File: config.mk
export PLATFORM = sky130hd
export DESIGN_NAME = supply_monitor_control
export DESIGN_NICKNAME = d
export VERILOG_FILES = /design/src/hdl/supply_monitor_pkg.sv /design/src/hdl/sample_strobe_gen.sv /design/src/hdl/supply_monitor_control.sv
export VERILOG_INCLUDE_DIRS = /design/src /design/src/hdl
export SDC_FILE = /design/constraint.sdc
export NUM_CORES = 1
export LEC_CHECK = 0
export ABC_CLOCK_PERIOD_IN_PS = 2000
export BUFFER_PORTS_ARGS = -buffer_cell sky130_fd_sc_hd__buf_2
export CORE_ASPECT_RATIO = 0.9
export CORE_MARGIN = 4
export CORE_UTILIZATION = 47
export DETAILED_ROUTE_END_ITERATION = 10
export GPL_ROUTABILITY_DRIVEN = 0
export GPL_TIMING_DRIVEN = 0
export PLACE_DENSITY = 0.78
export SLEW_MARGIN = 0
export SYNTH_ARGS = -nofsm -noshare
export SYNTH_HDL_FRONTEND = slang
export SYNTH_SLANG_ARGS = --single-unit
File: constraint.sdc
create_clock -name clk_i -period 2 [get_ports clk_i]
set_input_delay 0.2 -clock clk_i [delete_from_list [all_inputs] [get_ports clk_i]]
set_output_delay 0.2 -clock clk_i [all_outputs]
set_load 0.01 [all_outputs]
File: src/hdl/supply_monitor_map.svh
`ifndef SUPPLY_MONITOR_MAP_SVH
`define SUPPLY_MONITOR_MAP_SVH

// Register indices; byte address is four times the index
`define IDX_MODE_CTRL      6'h00
`define IDX_TRIP_CTRL      6'h01
`define IDX_WARN_LEVEL     6'h08
`define IDX_WARN_IRQ_CTRL  6'h09
`define IDX_WARN_IRQ_FLAGS 6'h0a
`define IDX_WARN_STATE     6'h0b
`define IDX_UNLOCK         6'h0f

// Field positions
`define FLD_SLEEP_LO       3'h0
`define FLD_ACTIVE_LO      3'h2
`define FLD_RATE           3'h4
`define FLD_IRQ_EN         3'h0
`define FLD_DIR_LO         3'h1

// Mode codes of the awake and low-power fields
`define MODE_OFF           2'h0
`define MODE_ON            2'h1
`define MODE_SAMPLED       2'h2
`define MODE_ON_HOLD       2'h3

// Warning direction codes
`define DIR_FALLING        2'h0
`define DIR_RISING         2'h1
`define DIR_EITHER         2'h2

// Trip level codes
`define TRIP_CODE_LOW      3'h2
`define TRIP_CODE_HIGH     3'h7

// Unlock key (arbitrary value) and window in bus transfers
`define IO_UNLOCK_KEY      8'h5a
`define UNLOCK_WINDOW      3'h4

// Reset values of software registers
`define RST_MARGIN         2'h0
`define RST_DIR            2'h0

// Timing: sample periods in microseconds, clock in MHz
`define SAMPLE_FAST_US     32'h3e8
`define SAMPLE_SLOW_US     32'h1f40
`define CLK_MHZ            32'h32

`endif

File: src/hdl/supply_monitor_pkg.sv
package supply_monitor_pkg;

  typedef struct packed {
    logic       rate;
    logic [1:0] active;
    logic [1:0] sleep;
    logic [2:0] trip;
  } fuse_cfg_s;

  typedef struct packed {
    logic        load_pend;
    logic [1:0]  active_sel;
    logic [1:0]  sleep_sel;
    logic        rate_sel;
    logic [2:0]  trip;
    logic [1:0]  margin;
    logic [1:0]  dir;
    logic        ie;
    logic        flag;
    logic        warn_state;
    logic        bod_state;
    logic [2:0]  warn_sync;
    logic [2:0]  bod_sync;
    logic [2:0]  ready_sync;
    logic        warn_in;
    logic        bod_in;
    logic        ready_in;
    logic [2:0]  unlock_cnt;
    logic        deep_q;
    logic        wake_hold;
    logic        pready;
    logic        pslverr;
    logic [31:0] prdata;
    logic        irq;
    logic        rst_req;
    logic        mon_on;
    logic        warn_on;
  } mon_state_s;

endpackage

File: src/hdl/sample_strobe_gen.sv
`timescale 1ns/10ps
`default_nettype none
module sample_strobe_gen #(
  parameter int FAST_CYC = 50000,
  parameter int SLOW_CYC = 400000
) (
  input  wire logic clk_i,    // System clock
  input  wire logic arst_n_i, // Async reset, active low
  input  wire logic run_i,    // Sampled mode active
  input  wire logic slow_i,   // Select slow rate
  output logic      strobe_o  // One-cycle compare enable
);

  typedef struct packed {
    logic [18:0] cnt;
    logic        strobe;
  } strobe_state_s;

  strobe_state_s st;
  strobe_state_s next_st;
  logic [18:0]   last;

  always_comb begin
    next_st = st;
    last = slow_i ? 19'(SLOW_CYC - 1) : 19'(FAST_CYC - 1);
    next_st.strobe = 1'b0;
    if (!run_i) begin
      next_st.cnt = 19'h0;
    end else if (st.cnt >= last) begin
      // Compare enable once per period
      next_st.cnt = 19'h0;
      next_st.strobe = 1'b1;
    end else begin
      next_st.cnt = st.cnt + 19'h1;
    end
  end

  always_ff @(posedge clk_i or negedge arst_n_i) begin
    if (!arst_n_i) begin
      st <= '0;
    end else begin
      st <= next_st;
    end
  end

  assign strobe_o = st.strobe;

endmodule
`default_nettype wire

File: src/hdl/supply_monitor_control.sv
// Summary of operation
// - Reset loads rate, mode and trip settings from fuses; margin and direction from fixed values
// - Trip level and awake mode fuse-only
// - Enable bit turns on warning function
// - Monitor off keeps warning inactive
// - Sampled monitor samples warning at same instants
// - Enabling with either-direction sets flag while monitor on
// - Sampled mode: only direction 0x1 triggers
// - Margin field 5/15/25 percent above trip
// - Warning condition sets flag regardless of enable
// - Request while flag and enable both set
// - Debug halt leaves monitor behaviour unchanged
// - Deep sleep uses low-power mode, wake awake
// - Low-power field writable, awake field read-only
// - Protected write needs key within four transfers
// - Rate bit: 1 kHz or 125 Hz
// - Awake field: off, on, sampled, hold
// - Low-power field: off, on, sampled, reserved
// - Three-bit fuse trip level, upper bits zero
// - Direction: falling, rising, either, reserved
// - Flag sets only while monitor enabled
// - State bit reads one when below warning
//
// The APB slave port was chosen for this implementation.
`timescale 1ns/10ps
`default_nettype none
`include "supply_monitor_map.svh"
module supply_monitor_control #(
  parameter int SAMPLE_FAST_CYC = `SAMPLE_FAST_US * `CLK_MHZ,
  parameter int SAMPLE_SLOW_CYC = `SAMPLE_SLOW_US * `CLK_MHZ
) (
  input  wire logic                           clk_i,         // 50 MHz clock
  input  wire logic                           arst_n_i,      // Async reset, active low
  input  wire supply_monitor_pkg::fuse_cfg_s  fuse_i,        // Static fuse values
  input  wire logic                           psel,          // APB select
  input  wire logic                           penable,       // APB enable
  input  wire logic                           pwrite,        // APB direction
  input  wire logic [7:0]                     paddr,         // APB byte address
  input  wire logic [31:0]                    pwdata,        // APB write data
  output logic      [31:0]                    prdata,        // APB read data
  output logic                                pready,        // APB ready
  output logic                                pslverr,       // APB error
  input  wire logic                           sleep_deep_i,  // Standby or power-down
  input  wire logic                           bod_below_i,   // Supply below trip level
  input  wire logic                           warn_below_i,  // Supply below warning level
  input  wire logic                           bod_ready_i,   // Analog monitor settled
  output logic      [2:0]                     trip_level_o,  // Trip code to analog
  output logic      [1:0]                     margin_sel_o,  // Warning margin code
  output logic                                monitor_on_o,  // Analog monitor enable
  output logic                                warn_on_o,     // Warning comparator enable
  output logic                                wake_hold_o,   // Hold wake-up until ready
  output logic                                reset_req_o,   // Brown-out reset request
  output logic                                irq_o          // Warning interrupt
);

  supply_monitor_pkg::mon_state_s st;
  supply_monitor_pkg::mon_state_s next_st;

  logic       strobe;
  logic [1:0] cur_mode;
  logic       mon_en;
  logic       sampled;
  logic       cmp_en;
  logic       commit;
  logic       wr;
  logic [5:0] idx;
  logic       mapped;
  logic       went_below;
  logic       went_above;
  logic       trig;

  // Low-power selection only in deep sleep; awake selection otherwise
  always_comb begin
    cur_mode = sleep_deep_i ? st.sleep_sel : st.active_sel;
  end

  // Reserved low-power code counts as off
  assign mon_en  = !st.load_pend && (cur_mode != `MODE_OFF)
                   && !(sleep_deep_i && cur_mode == `MODE_ON_HOLD);
  assign sampled = mon_en && (cur_mode == `MODE_SAMPLED);

  sample_strobe_gen #(
    .FAST_CYC (SAMPLE_FAST_CYC),
    .SLOW_CYC (SAMPLE_SLOW_CYC)
  ) u_strobe (
    .clk_i    (clk_i),
    .arst_n_i (arst_n_i),
    .run_i    (sampled),
    .slow_i   (st.rate_sel),
    .strobe_o (strobe)
  );

  // Both comparators share one compare enable
  assign cmp_en = mon_en && (!sampled || strobe);

  assign commit = psel && penable && st.pready;
  assign wr     = commit && pwrite;
  assign idx    = paddr[7:2];
  assign mapped = (paddr[1:0] == 2'h0)
                  && (idx == `IDX_MODE_CTRL || idx == `IDX_TRIP_CTRL
                      || idx == `IDX_WARN_LEVEL || idx == `IDX_WARN_IRQ_CTRL
                      || idx == `IDX_WARN_IRQ_FLAGS || idx == `IDX_WARN_STATE
                      || idx == `IDX_UNLOCK);

  assign went_below = cmp_en && st.warn_in && !st.warn_state;
  assign went_above = cmp_en && !st.warn_in && st.warn_state;

  // Sampled mode can only see one direction reliably
  always_comb begin
    if (sampled) begin
      trig = (st.dir == `DIR_RISING) && went_above;
    end else begin
      case (st.dir)
        `DIR_FALLING: trig = went_below;
        `DIR_RISING:  trig = went_above;
        `DIR_EITHER:  trig = went_below || went_above;
        default:      trig = 1'b0;
      endcase
    end
  end

  always_comb begin
    next_st = st;

    // Pin synchronisers: change accepted when stages two and three agree
    next_st.warn_sync  = {st.warn_sync[1:0], warn_below_i};
    next_st.bod_sync   = {st.bod_sync[1:0], bod_below_i};
    next_st.ready_sync = {st.ready_sync[1:0], bod_ready_i};
    if (st.warn_sync[1] == st.warn_sync[2]) begin
      next_st.warn_in = st.warn_sync[2];
    end
    if (st.bod_sync[1] == st.bod_sync[2]) begin
      next_st.bod_in = st.bod_sync[2];
    end
    if (st.ready_sync[1] == st.ready_sync[2]) begin
      next_st.ready_in = st.ready_sync[2];
    end

    // Fuse capture in the first cycle after reset release
    if (st.load_pend) begin
      next_st.load_pend  = 1'b0;
      next_st.rate_sel   = fuse_i.rate;
      next_st.active_sel = fuse_i.active;
      next_st.sleep_sel  = fuse_i.sleep;
      next_st.trip       = fuse_i.trip;
    end

    // Comparator results are latched only on compare enable
    if (cmp_en) begin
      next_st.warn_state = st.warn_in;
      next_st.bod_state  = st.bod_in;
    end

    // Unlock window counts completed bus transfers
    if (commit && st.unlock_cnt != 3'h0) begin
      next_st.unlock_cnt = st.unlock_cnt - 3'h1;
    end

    next_st.pslverr = 1'b0;
    next_st.prdata  = 32'h0;
    if (wr && mapped) begin
      case (idx)
        `IDX_MODE_CTRL: begin
          // Awake field and rate bit ignore writes
          if (st.unlock_cnt != 3'h0) begin
            next_st.sleep_sel  = pwdata[`FLD_SLEEP_LO +: 2];
            next_st.unlock_cnt = 3'h0;
          end
        end
        `IDX_WARN_LEVEL: begin
          next_st.margin = pwdata[1:0];
        end
        `IDX_WARN_IRQ_CTRL: begin
          next_st.ie  = pwdata[`FLD_IRQ_EN];
          next_st.dir = pwdata[`FLD_DIR_LO +: 2];
        end
        `IDX_UNLOCK: begin
          if (pwdata[7:0] == `IO_UNLOCK_KEY) begin
            next_st.unlock_cnt = `UNLOCK_WINDOW;
          end
        end
        default: begin
        end
      endcase
    end

    // Write-one-to-clear; a new trigger in the same cycle wins
    if (wr && mapped && idx == `IDX_WARN_IRQ_FLAGS && pwdata[0]) begin
      next_st.flag = 1'b0;
    end
    // Debug halt has no input here, so flags keep running
    if (trig) begin
      next_st.flag = 1'b1;
    end
    if (wr && mapped && idx == `IDX_WARN_IRQ_CTRL && mon_en && !st.ie
        && pwdata[`FLD_IRQ_EN] && pwdata[`FLD_DIR_LO +: 2] == `DIR_EITHER) begin
      next_st.flag = 1'b1;
    end

    if (psel && penable && !st.pready) begin
      next_st.pslverr = !mapped;
      if (!pwrite) begin
        case (idx)
          `IDX_MODE_CTRL: begin
            next_st.prdata[`FLD_RATE]          = st.rate_sel;
            next_st.prdata[`FLD_ACTIVE_LO +: 2] = st.active_sel;
            next_st.prdata[`FLD_SLEEP_LO +: 2]  = st.sleep_sel;
          end
          `IDX_TRIP_CTRL:      next_st.prdata[2:0] = st.trip;
          `IDX_WARN_LEVEL:     next_st.prdata[1:0] = st.margin;
          `IDX_WARN_IRQ_CTRL: begin
            next_st.prdata[`FLD_IRQ_EN]        = st.ie;
            next_st.prdata[`FLD_DIR_LO +: 2]   = st.dir;
          end
          `IDX_WARN_IRQ_FLAGS: next_st.prdata[0] = st.flag;
          `IDX_WARN_STATE:     next_st.prdata[0] = st.warn_state;
          default:             next_st.prdata = 32'h0;
        endcase
        if (!mapped) begin
          next_st.prdata = 32'h0;
        end
      end
    end
    // One wait state: ready in the second access cycle
    next_st.pready = psel && penable && !st.pready;

    // Awake hold after deep sleep until the monitor settles
    next_st.deep_q = sleep_deep_i;
    if (st.deep_q && !sleep_deep_i && st.active_sel == `MODE_ON_HOLD) begin
      next_st.wake_hold = 1'b1;
    end else if (st.ready_in) begin
      next_st.wake_hold = 1'b0;
    end

    next_st.mon_on  = mon_en;
    next_st.warn_on = mon_en && next_st.ie;
    next_st.rst_req = mon_en && next_st.bod_state;
    next_st.irq     = next_st.flag && next_st.ie;
  end

  always_ff @(posedge clk_i or negedge arst_n_i) begin
    if (!arst_n_i) begin
      st           <= '0;
      st.load_pend <= 1'b1;
      st.margin    <= `RST_MARGIN;
      st.dir       <= `RST_DIR;
    end else begin
      st <= next_st;
    end
  end

  assign prdata       = st.prdata;
  assign pready       = st.pready;
  assign pslverr      = st.pslverr;
  assign trip_level_o = st.trip;
  assign margin_sel_o = st.margin;
  assign monitor_on_o = st.mon_on;
  assign warn_on_o    = st.warn_on;
  assign wake_hold_o  = st.wake_hold;
  assign reset_req_o  = st.rst_req;
  assign irq_o        = st.irq;
endmodule
`default_nettype wire

# --- Word-level counts from Yosys, hierarchy flattened ---
# Cells that the tools add are included.
op_classes:
  reduce_logical: 54
  magnitude_cmp: 1
  eq_ne: 16
  add_sub_neg: 2
  mux: 32
ops:
  columns: ["op", "count"]
  rows:
  - ["19-bit 2-to-1 mux", 3]
  - ["33-bit 2-to-1 mux", 1]
  - ["6-bit by 4-bit == test with 1-bit output, second input constant", 5]
  - ["1-bit logical AND", 29]
  - ["19-bit by 1-bit adder with 19-bit output, second input constant", 1]
  - ["19-bit >= comparator", 1]
  - ["3-bit 2-to-1 mux", 4]
  - ["1-bit 2-to-1 mux", 11]
  - ["2-bit == test, second input constant", 5]
  - ["2-bit 2-to-1 mux", 5]
  - ["5-bit 2-to-1 mux", 2]
  - ["1-bit logical NOT", 9]
  - ["8-bit by 7-bit == test with 1-bit output, second input constant", 1]
  - ["1-bit logical OR", 8]
  - ["6-bit by 1-bit == test with 1-bit output, second input constant", 1]
  - ["6-bit logical NOT", 1]
  - ["6-bit 2-to-1 mux", 1]
  - ["1-bit case mux with 3 select lines", 2]
  - ["1-bit case mux with 6 select lines", 1]
  - ["3-bit case mux with 2 select lines", 1]
  - ["2-bit logical NOT", 2]
  - ["1-bit case mux with 4 select lines", 1]
  - ["2-bit AND reduction", 2]
  - ["2-bit nonzero test", 2]
  - ["4 further kinds", 6]
word_totals:
  inputBits: 57
  output_inout_bits: 44
  word_cells: 134
  ff_bits: 92

# --- Logic depth before layout (Yosys ltp) ---
# Gate-level depths: netlist (run 1).
logic_depth:
  depth_word: 17
  depth_mapped: 8
  depth_no_buf: 7

# --- Modules after synthesis ---
# A second synthesis (run 1) with hierarchy kept.
hier_totals:
  cells_unflattened: 332
  hier_area_um2: 3611.0
modules_own_cells:
  columns: ["mod", "n_inst", "cells_per_inst", "seq_area_each_um2", "area_each_um2"]
  rows:
  - ["supply_monitor_control", 1, 207, 1127.3, 2323.5]
  - ["sample_strobe_gen", 1, 125, 500.5, 1287.5]

# --- Least setup slack after synthesis (run 1) ---
# Ideal clock, no wire load.
synth_path:
  path_type: "register to register"
  from: "reg st[66] (netlist bit)"
  to: "reg u_strobe.st[13] (netlist bit)"
  path_stages_with_launch: 8
  synth_period_minus_slack_ns: 2.049
  path_slack_ns: -0.049
  setup_time_ns: 0.119
  t_required_ns: 1.881
  path_buffers: 1
  arrival_ns: 1.930
  cell_sequence: "dfrtp_1 inv_1 ha_1 nand4b_1 or3_1 a41oi_4 buf_8 nor2_2"
synth_rtl:
  columns: ["element", "line", "source"]
  rows:
  - ["start: declaration", "supply_monitor_control.sv:56", "supply_monitor_pkg::mon_state_s st;"]
  - ["start signal: assignment", "supply_monitor_control.sv:248", "st <= next_st;"]
  - ["end signal: assignment", "sample_strobe_gen.sv:42", "st <= next_st;"]
  - ["end: declaration", "sample_strobe_gen.sv:19", "strobe_state_s st;"]

==> results.py, run 1 <==
metrics = {
    "status": {
        "status": "finished with violations",
        "violations": "negative setup slack",
    },
    "clocking": {
        "max-clock-path-buffers": 2,
        "path_clk_slew_ps": 70,
        "cts-root-buf": "clkbuf_8",
        "cts_tree": "done",
        "htreeDepth": 3,
        "clock-sinks": 65,
        "cts_made_buffers": 9,
        "clk_latency_ps": 340,
    },
    "sta": {
        "drv_slew": 0,
        "max_freq_ghz": 0.4886,
        "hold_violations": 0,
        "clock_skew_ps": 5.764,
        "setup_viol": 18,
        "min_period_ps": 2047,
        "finalCritPeriodShare": 1.023,
        "fin_ws_ps": -46.70,
        "worst_pin_slew_ps": 781.8,
        "rsz0062_at_grt": "yes",
        "relSlewSlack": 0.4788,
    },
    "setup_path": {
        "reg2regPathDepth": 9,
        "worstReg2RegEnd": "u_strobe.st[17]",
        "r2r_slack_ps": -50,
        "arrival_ps": 2270,
        "r2r_start": "st[66]",
        "cp-start-kind": "flop",
        "cp-end-kind": "flop",
        "cp_max_fo": 5,
        "worstPathRequired_ps": 2220,
        "worstSetupPathType": "reg2reg",
    },
    "routing": {
        "wl_met3_um": 406,
        "vias": 2629,
        "drc": 0,
        "drt-total-wl_mm": 7.061,
        "viasPerCell": 4.887,
        "post_drt_wl_per_cell_um": 13.12,
        "highest_layer": "met4",
        "first_pass_iters": 4,
        "wl_met2_mm": 3.391,
        "dr.first_iter.drc_count": 139,
        "drtAntennaViolNets": 0,
        "wl_met1_mm": 3.097,
    },
    "final_layout": {
        "final_area_mm2": 0.004438,
        "stdcell_count": 538,
        "drive_gt1_frac": 0.3663,
        "area_growth_pct": 26.14,
        "multiInputGateArea_mm2": 0.001714,
        "ff_latch_area_mm2": 0.001629,
        "layout.nets": 510,
        "num_antenna_cells": 0,
        "n_fill_cell": 580,
    },
    "min_path": {
        "min_path_type": "in2reg",
        "hold_depth": 1,
        "worstHoldStart": "sleep_deep_i",
        "hold_end": "st[39]",
    },
    "placed_design": {
        "placed_area_mm2": 0.003981,
        "post-dp-hpwl_mm": 5.034,
        "dp.cells": 503,
        "port_buffers": 49,
    },
    "synthesis": {
        "yosysMostFrequentCell": "dfrtp_1",
        "synth_area_mm2": 0.003518,
        "ys_seq_elements": 65,
        "yosysTopAreaCell": "dfrtp_1",
        "synth_cell_types": 55,
        "yosysWarnings": 0,
        "synth_edf_count": 0,
        "synth_top_cell_area_share": 0.4552,
        "async_flop_share": 1.000,
        "seq_area_frac_synth": 0.4627,
        "yosys-top-cells-area": "dfrtp_1, buf_4, ha_1, nor2_1, mux2_2",
        "synth_cells": 334,
        "ys_top_cells_by_count": "dfrtp_1, buf_4, nor2_1",
        "syn_area_per_cell_um2": 10.53,
        "synth-main-ff-cell": "dfrtp_1",
    },
    "floorplan": {
        "die_area_mm2": 0.008936,
        "fp.dieW_um": 99.20,
        "num_rows": 29,
        "start_util": 0.4922,
        "die_h_um": 90.08,
        "ios": 101,
        "coreArea_mm2": 0.007148,
    },
    "flow_run": {
        "maxCapViolCount": 0,
    },
    "global_routing": {
        "grt_start_max_net_pins": 66,
        "grt_usage": 0.1664,
        "overflow": 0,
        "grt_antenna_before_repair": 0,
        "grt_pass1_vias": 2652,
        "grt_first_pass_wirelength_mm": 11.95,
    },
    "power": {
        "peakVddDrop_v": 0.0005675,
        "p_leak_nw": 2.140,
        "powerDensity_mw_per_mm2": 633.1,
    },
}
[metal layers]
layer / vias to the layer above / track usage
li1: 1306 / -
met1: 1234 / 0.2172
met2: 73 / 0.2629
met3: 16 / 0.03947
met4: 0 / 0.07281
met5: - / 0
[per-stage QoR]
step           power (mW)  setup slack, ps    util  hold WS, ps  TNS, ps
2_1_floorplan       1.670            5.944       -       -95.59        0
3_3_place_gp        1.785           -257.0  0.5570        307.7    -3466
6_report            2.810           -46.70  0.6209        34.04   -567.9
3_5_place_dp        1.797           -325.0  0.5570        310.5    -4726
4_1_cts             2.829           -58.08  0.6109        22.99   -818.3
5_1_grt             2.957           -150.5  0.6209        22.99    -2116
[power by group]
| group | leakage, nW | switching [mW] | internal, mW |
|---|---|---|---|
| Combinational | 1.22 | 0.211 | 0.213 |
| Clock | 0.0777 | 0.521 | 0.446 |
| Sequential | 0.841 | 0.0442 | 1.37 |
| Total | 2.14 | 0.777 | 2.03 |
[critical path, cell delays in order (launching register included)]
cell	delay (ps)
dfrtp_2	440
inv_4	80
buf_6	120
ha_4	250
nand4_1	70
or3_4	400
a41oi_4	250
buf_6	160
buf_8	130
nor2_4	30
[area by class of cell]
cell class,instances,share of cell area
buffer,45,0.07471
clock buffer,9,0.02791
clock inverter,6,0.01015
inverter,14,0.01240
multi-input combinational,237,0.3862
sequential,65,0.3671
tap,93,0.02622
timing repair buffer,69,0.09529
[worst max-delay path by stage]
| stage | slack [ps] | depth (start not counted) | start | end |
|---|---|---|---|---|
| 2_1_floorplan | 6 | 8 | st[66] | u_strobe.st[13] |
| 3_3_place_gp | -260 | 8 | st[66] | u_strobe.st[1] |
| 3_5_place_dp | -320 | 8 | st[66] | u_strobe.st[1] |
| 4_1_cts | -60 | 9 | st[66] | u_strobe.st[17] |
| 5_1_grt | -150 | 9 | st[66] | u_strobe.st[6] |
| 6_report | -50 | 9 | st[66] | u_strobe.st[17] |
[flip-flops by register name, summed over array words and instances (netlist names)]
signal and count:
pslverr 1, irq_o 1, warn_on_o 1, wake_hold_o 1
next_st 6, prdata 5, u_strobe.st 19, reset_req_o 1
margin_sel_o 2, trip_level_o 3, st 22, monitor_on_o 1
u_strobe.strobe_o 1, pready 1
[logic make-up (layout without fill, tap and decap cells)]
group           after synthesis  in the layout  synth area share
mux                          21             21           0.06544
other cells                   1             28          0.001066
buf+inv                      59            143            0.1081
xor+xnor                     20             20           0.04979
fa+ha+maj                    15             15           0.05121
compound gates               35             35           0.06864
flops                        65             65            0.4627
simple gates                118            118            0.1931
[cells in the final DEF, fill, tap and decap left out, types with 4 or more instances in the layout]
cell type,synthesis,layout
dfrtp_1,64,63
buf_4,39,51
buf_2,1,49
conb_1,1,28
nor2_1,29,24
nand2_1,14,14
inv_1,14,13
nor2_2,9,13
nand3_1,13,13
xnor2_1,11,11
xor2_1,9,9
mux2_2,9,9
clkbuf_8,0,9
a21oi_1,10,8
and3_1,8,7
o21ai_0,7,7
mux2_1,7,7
ha_1,12,7
nand4_1,5,5
buf_6,0,5
nor2b_1,5,5
mux2i_1,5,5
nor3_1,5,4
nand3b_1,4,4
and2_1,4,4
ha_4,0,4
dlygate4sd3_1,0,4
[timing repair]
item / CTS / global route
hold endpoints to repair: 3 / 26
resized for setup: 14 / 13
setup buffers: 13 / 3
gates cloned: 1 / 0
hold buffers: 3 / 1
setup endpoints to repair: 19 / 20
pin swaps: 16 / 4
Note: power is estimated with default switching activity, not from simulation.
==> run 2, diff against run 1 <==
PLACE_DENSITY = 0.76   (was 0.78)
SETUP_SLACK_MARGIN = 0.3   (was default)
==> results.py, run 2 (synthesized netlist as in run 1, its figures left out) <==
metrics = {
    "final_layout": {
        "final_common_cell": "dfrtp_1",
        "ff_latch_area_mm2": 0.001629,
        "drive_gt1_frac": 0.3543,
        "multiInputGateArea_mm2": 0.001699,
        "area_growth_pct": 26.53,
        "final_area_mm2": 0.004452,
        "largest_reg_flops": 22,
        "top_register": "st",
        "layout.nets": 510,
        "n_fill_cell": 587,
        "layout_common_cells": "dfrtp_1, buf_4, buf_2, conb_1, nor2_1",
        "num_antenna_cells": 0,
    },
    "setup_path": {
        "cp-end-kind": "flop",
        "arrival_ps": 2320,
        "cp-start-kind": "flop",
        "worstPathRequired_ps": 2230,
        "r2r_slack_ps": -100,
        "worstSetupPathType": "reg2reg",
        "reg2regPathDepth": 9,
        "cp_max_fo": 6,
        "worstReg2RegEnd": "u_strobe.st[17]",
        "r2r_start": "u_strobe.st[2]",
    },
    "routing": {
        "dr.first_iter.drc_count": 92,
        "vias": 2582,
        "drtAntennaViolNets": 0,
        "first_pass_iters": 4,
        "viasPerCell": 4.790,
        "drt-total-wl_mm": 7.076,
        "drc": 0,
        "post_drt_wl_per_cell_um": 13.13,
    },
    "clocking": {
        "cts_made_buffers": 9,
        "cts_tree": "done",
        "clk_latency_ps": 340,
        "clock-sinks": 65,
        "max-clock-path-buffers": 2,
        "path_clk_slew_ps": 70,
        "cts-root-buf": "clkbuf_8",
        "htreeDepth": 3,
    },
    "global_routing": {
        "overflow": 0,
        "grt_antenna_before_repair": 0,
        "grt_pass1_vias": 2623,
        "grt_usage": 0.1677,
        "grt_first_pass_wirelength_mm": 12.08,
        "grt_start_max_net_pins": 66,
    },
    "min_path": {
        "hold_end": "st[39]",
        "min_path_type": "in2reg",
        "worstHoldStart": "sleep_deep_i",
        "hold_depth": 1,
    },
    "sta": {
        "fin_ws_ps": -96.75,
        "worst_pin_slew_ps": 780.3,
        "relSlewSlack": 0.4798,
        "max_freq_ghz": 0.4769,
        "drv_slew": 0,
        "finalCritPeriodShare": 1.048,
        "setup_viol": 18,
        "clock_skew_ps": 7.969,
        "min_period_ps": 2097,
        "rsz0062_at_grt": "yes",
        "hold_violations": 0,
    },
    "placed_design": {
        "port_buffers": 49,
        "post-dp-hpwl_mm": 5.013,
        "placed_area_mm2": 0.003999,
    },
    "floorplan": {
        "start_util": 0.4922,
        "die_h_um": 90.08,
        "die_area_mm2": 0.008936,
        "ios": 101,
        "num_rows": 29,
        "fp.dieW_um": 99.20,
        "coreArea_mm2": 0.007148,
    },
    "status": {
        "violations": "negative setup slack",
        "status": "finished with violations",
    },
    "power": {
        "peakVddDrop_v": 0.0005775,
        "p_leak_nw": 2.162,
        "total_power_mw": 2.812,
        "powerDensity_mw_per_mm2": 631.7,
    },
    "flow_run": {
        "maxCapViolCount": 0,
    },
}
-- run 2: changes by cell type in the layout (fill, tap and decap cells not counted), moves of 2 or more --
cell,delta
nor2_4,+3
nor2_2,-5
nor2_1,+2
a21oi_2,-2
-- run 2: repair_timing --
action | 4_1_cts | 5_1_grt
setup buffers | 11 | 4
gates resized for setup | 19 | 4
gates cloned | 1 | 0
hold endpoints to repair | 3 | 6
hold buffers | 3 | 1
pin swaps | 12 | 3
endpoints found under the setup margin | 24 | 27
-- run 2: through the flow --
stage	setup WS (ps)	std cells	utilization	setup TNS (ps)	hold slack [ps]
after floorplan	75.66	361	-	0	-95.59
after global placement	-201.6	503	0.5594	-2416	307.5
after detailed placement	-248.7	503	0.5594	-3306	309.5
after CTS	-12.05	534	0.6147	-59.22	9.992
after global routing	-183.5	539	0.6228	-2836	20.76
final	-96.75	539	0.6228	-1352	34.32
-- run 2: how the worst max path moves through the flow --
stage                         startpoint         endpoint  slack, ps  cells after the start
after floorplan                   st[66]  u_strobe.st[13]         80                      8
final                     u_strobe.st[2]  u_strobe.st[17]       -100                      9
after CTS                         st[66]  u_strobe.st[18]        -10                      7
after global routing      u_strobe.st[2]  u_strobe.st[18]       -180                      9
after detailed placement          st[66]   u_strobe.st[1]       -250                      8
after global placement            st[66]   u_strobe.st[1]       -200                      7
-- run 2: layer usage --
metal  up-vias  routed length [um]  part of all wire  global-route usage
met3         9                 392             0.055             0.04799
met1      1202                3178              0.45              0.2219
li1       1308                   -                 -                   -
met2        63                3422              0.48              0.2617
met4         0                  82             0.012             0.06030
met5         -                   0                 0                   0
-- run 2: report_power, final --
| group | internal, mW | leakage [nW] | switching (mW) |
|---|---|---|---|
| sequential | 1.37 | 0.841 | 0.0442 |
| clock | 0.447 | 0.0793 | 0.497 |
| combinational | 0.231 | 1.24 | 0.218 |
-- run 2: cell type report --
type | count | area share
Buffer | 45 | 0.07476
Clock buffer | 11 | 0.02951
Clock inverter | 5 | 0.007589
Inverter | 14 | 0.01293
Multi-Input combinational cell | 237 | 0.3817
Sequential cell | 65 | 0.3659
Tap cell | 93 | 0.02614
Timing Repair Buffer | 69 | 0.1015
-- run 2: worst max-delay path, cell delays in order (launching register included) --
cell,delay [ps]
dfrtp_1,360
ha_2,180
and3_1,190
buf_6,130
nand4_1,100
or3_4,410
a41oi_4,270
buf_12,160
buf_8,120
nor2_2,40
==> run 3, diff against run 2 <==
ABC_AREA = 1   (was default)
CORE_UTILIZATION = 48   (was 47)
GPL_TIMING_DRIVEN = 1   (was 0)
HOLD_SLACK_MARGIN = 0.12   (was default)
PLACE_DENSITY = 0.77   (was 0.76)
==> results.py, run 3 <==
metrics = {
    "global_routing": {
        "grt_use_met3": 0.03840,
        "met1_usage": 0.2442,
        "met2_usage": 0.3087,
        "grt_pass1_vias": 3082,
        "grt_usage": 0.1908,
        "grt-busiest-layer": "met2",
        "grt_first_pass_wirelength_mm": 14.10,
        "grt_start_max_net_pins": 38,
        "overflow": 0,
        "grt_antenna_before_repair": 0,
    },
    "final_layout": {
        "multiInputGateArea_mm2": 0.001829,
        "ff_latch_area_mm2": 0.001629,
        "n_fill_cell": 608,
        "largest_reg_flops": 22,
        "top_register": "st",
        "final_common_cell": "nand2_1",
        "layout_common_cells": "nand2_1, dfrtp_1, buf_2, inv_1, nor2_1",
        "stdcell_count": 605,
        "area_growth_pct": 22.36,
        "layout.nets": 573,
        "drive_gt1_frac": 0.2750,
        "final_core_util": 0.6017,
        "final_area_mm2": 0.004539,
        "num_antenna_cells": 0,
    },
    "sta": {
        "hold_violations": 0,
        "hold-worst-slack_ps": 170.4,
        "drv_slew": 0,
        "setup_viol": 0,
        "finalCritPeriodShare": 0.9799,
        "worst_pin_slew_ps": 664.4,
        "max_freq_ghz": 0.5102,
        "min_period_ps": 1960,
        "relSlewSlack": 0.5570,
        "rsz0062_at_grt": "yes",
        "clock_skew_ps": 11.46,
    },
    "synthesis": {
        "async_flop_share": 1.000,
        "yosysTopAreaCell": "dfrtp_1",
        "synth_top_cell_area_share": 0.4317,
        "yosysWarnings": 0,
        "synth_edf_count": 0,
        "seq_area_frac_synth": 0.4388,
        "synth_cells": 431,
        "ys_seq_elements": 65,
        "yosys-top-cells-area": "dfrtp_1, buf_4, nand2_1, inv_1, ha_1",
        "ys_top_cells_by_count": "nand2_1, dfrtp_1, inv_1",
        "yosysMostFrequentCell": "nand2_1",
        "synth_cell_types": 42,
        "synth-main-ff-cell": "dfrtp_1",
        "syn_area_per_cell_um2": 8.607,
        "synth_area_mm2": 0.003710,
    },
    "routing": {
        "vias": 3193,
        "post_drt_wl_per_cell_um": 14.56,
        "drc": 0,
        "first_pass_iters": 5,
        "drt-total-wl_mm": 8.807,
        "viasPerCell": 5.278,
        "drtAntennaViolNets": 0,
        "dr.first_iter.drc_count": 240,
    },
    "setup_path": {
        "worstSetupPathType": "reg2reg",
        "cp_max_fo": 7,
        "critPathTopFamily": "simple AND/OR/NAND/NOR gates",
        "reg2regPathDepth": 11,
        "startpoint": "st[66]",
        "cp_slowest_cell": "dfrtp_2",
        "r2r_slack_ps": 40,
        "cp.depth": 11,
        "crit_buf_inv": 4,
        "slowest_delay_ps": 420,
        "cp-start-kind": "flop",
        "arrival_ps": 2190,
        "r2r_start": "st[66]",
        "crit_path_cell_trace": "clkinv_4, ha_4, nand2_2, inv_2, nand3_2, nor3_2, nand3b_1, nand4_1, buf_6, buf_6, nor3_2",
        "cp-end-kind": "flop",
        "endpoint": "u_strobe.st[14]",
        "worstReg2RegEnd": "u_strobe.st[14]",
        "worstPathRequired_ps": 2230,
    },
    "clocking": {
        "clock-sinks": 65,
        "cts-root-buf": "clkbuf_8",
        "cts_made_buffers": 9,
        "path_clk_slew_ps": 70,
        "clk_latency_ps": 350,
        "cts_tree": "done",
        "htreeDepth": 3,
        "max-clock-path-buffers": 2,
    },
    "placed_design": {
        "dp.cells": 564,
        "placed_area_mm2": 0.003889,
        "port_buffers": 49,
        "post-dp-hpwl_mm": 5.641,
    },
    "min_path": {
        "hold_depth": 3,
        "min_path_type": "in2reg",
    },
    "floorplan": {
        "die_area_mm2": 0.009201,
        "die_h_um": 91.40,
        "fp.dieW_um": 100.7,
        "coreArea_mm2": 0.007545,
        "num_rows": 30,
        "start_util": 0.4917,
        "ios": 101,
    },
    "power": {
        "total_power_mw": 3.046,
        "powerDensity_mw_per_mm2": 670.9,
        "p_leak_nw": 2.156,
        "peakVddDrop_v": 0.0002756,
    },
    "flow_run": {
        "maxCapViolCount": 0,
    },
    "status": {
        "status": "finished clean",
    },
}
## run 3: worst reg2reg max path, cell delays in order (launching register included)
cell	delay [ps]
dfrtp_2	420
clkinv_4	140
ha_4	300
nand2_2	60
inv_2	80
nand3_2	100
nor3_2	190
nand3b_1	110
nand4_1	110
buf_6	140
buf_6	150
nor3_2	50
## run 3: cell type report
class,instances,share of cell area
Clock buffer,10,0.03032
Clock inverter,6,0.01488
Inverter,52,0.04493
Multi-Input combinational cell,298,0.4030
Sequential cell,65,0.3589
Tap cell,96,0.02646
Timing Repair Buffer,78,0.1216
## run 3: power by group
part	total [mW]	switching [mW]	leakage, nW	internal [mW]
registers	1.45	0.0508	0.820	1.40
clock network	1.14	0.530	0.0985	0.611
logic	0.454	0.274	1.24	0.180
total	3.05	0.854	2.16	2.19
## run 3: how the worst min path moves through the flow
stage,from,end
4_1_cts,pwdata[1],st[59]
3_3_place_gp,arst_n_i,prdata[2]
2_1_floorplan,arst_n_i,irq_o
5_1_grt,pwdata[1],margin_sel_o[1]
6_report,pwdata[1],st[59]
3_5_place_dp,arst_n_i,prdata[2]
## run 3: routing by layer
metal	vias to the layer above	wire length (um)	share of wire
li1	1511	-	-
met2	159	4276	0.49
met3	31	670	0.076
met5	-	0	0
met1	1492	3658	0.42
met4	0	201	0.023
## run 3: kinds of logic (layout without fill, tap and decap cells)
logic type	after synthesis	after routing	synth area share
buf+inv	95	146	0.1416
other cells	1	28	0.001011
simple gates	193	193	0.2722
compound gates	55	55	0.08128
xor+xnor	7	7	0.01653
flops	65	65	0.4388
fa+ha+maj	15	15	0.04857
## run 3: timing repair
| item | in CTS | in global routing |
|---|---|---|
| cloned | 1 | 1 |
| resized for setup | 23 | 23 |
| endpoints found under the setup margin | 23 | 26 |
| endpoints found under the hold margin | 40 | 0 |
| setup buffers | 5 | 3 |
| hold buffers | 15 | 0 |
| pin swaps | 2 | 5 |
## run 3: metrics by stage
step | TNS [ps] | setup slack (ps)
global route | -84.03 | -16.01
CTS | 0 | 189.5
finish | 0 | 40.17
global placement | 0 | 119.4
detailed placement | 0 | 68.35
floorplan | 0 | 308.5
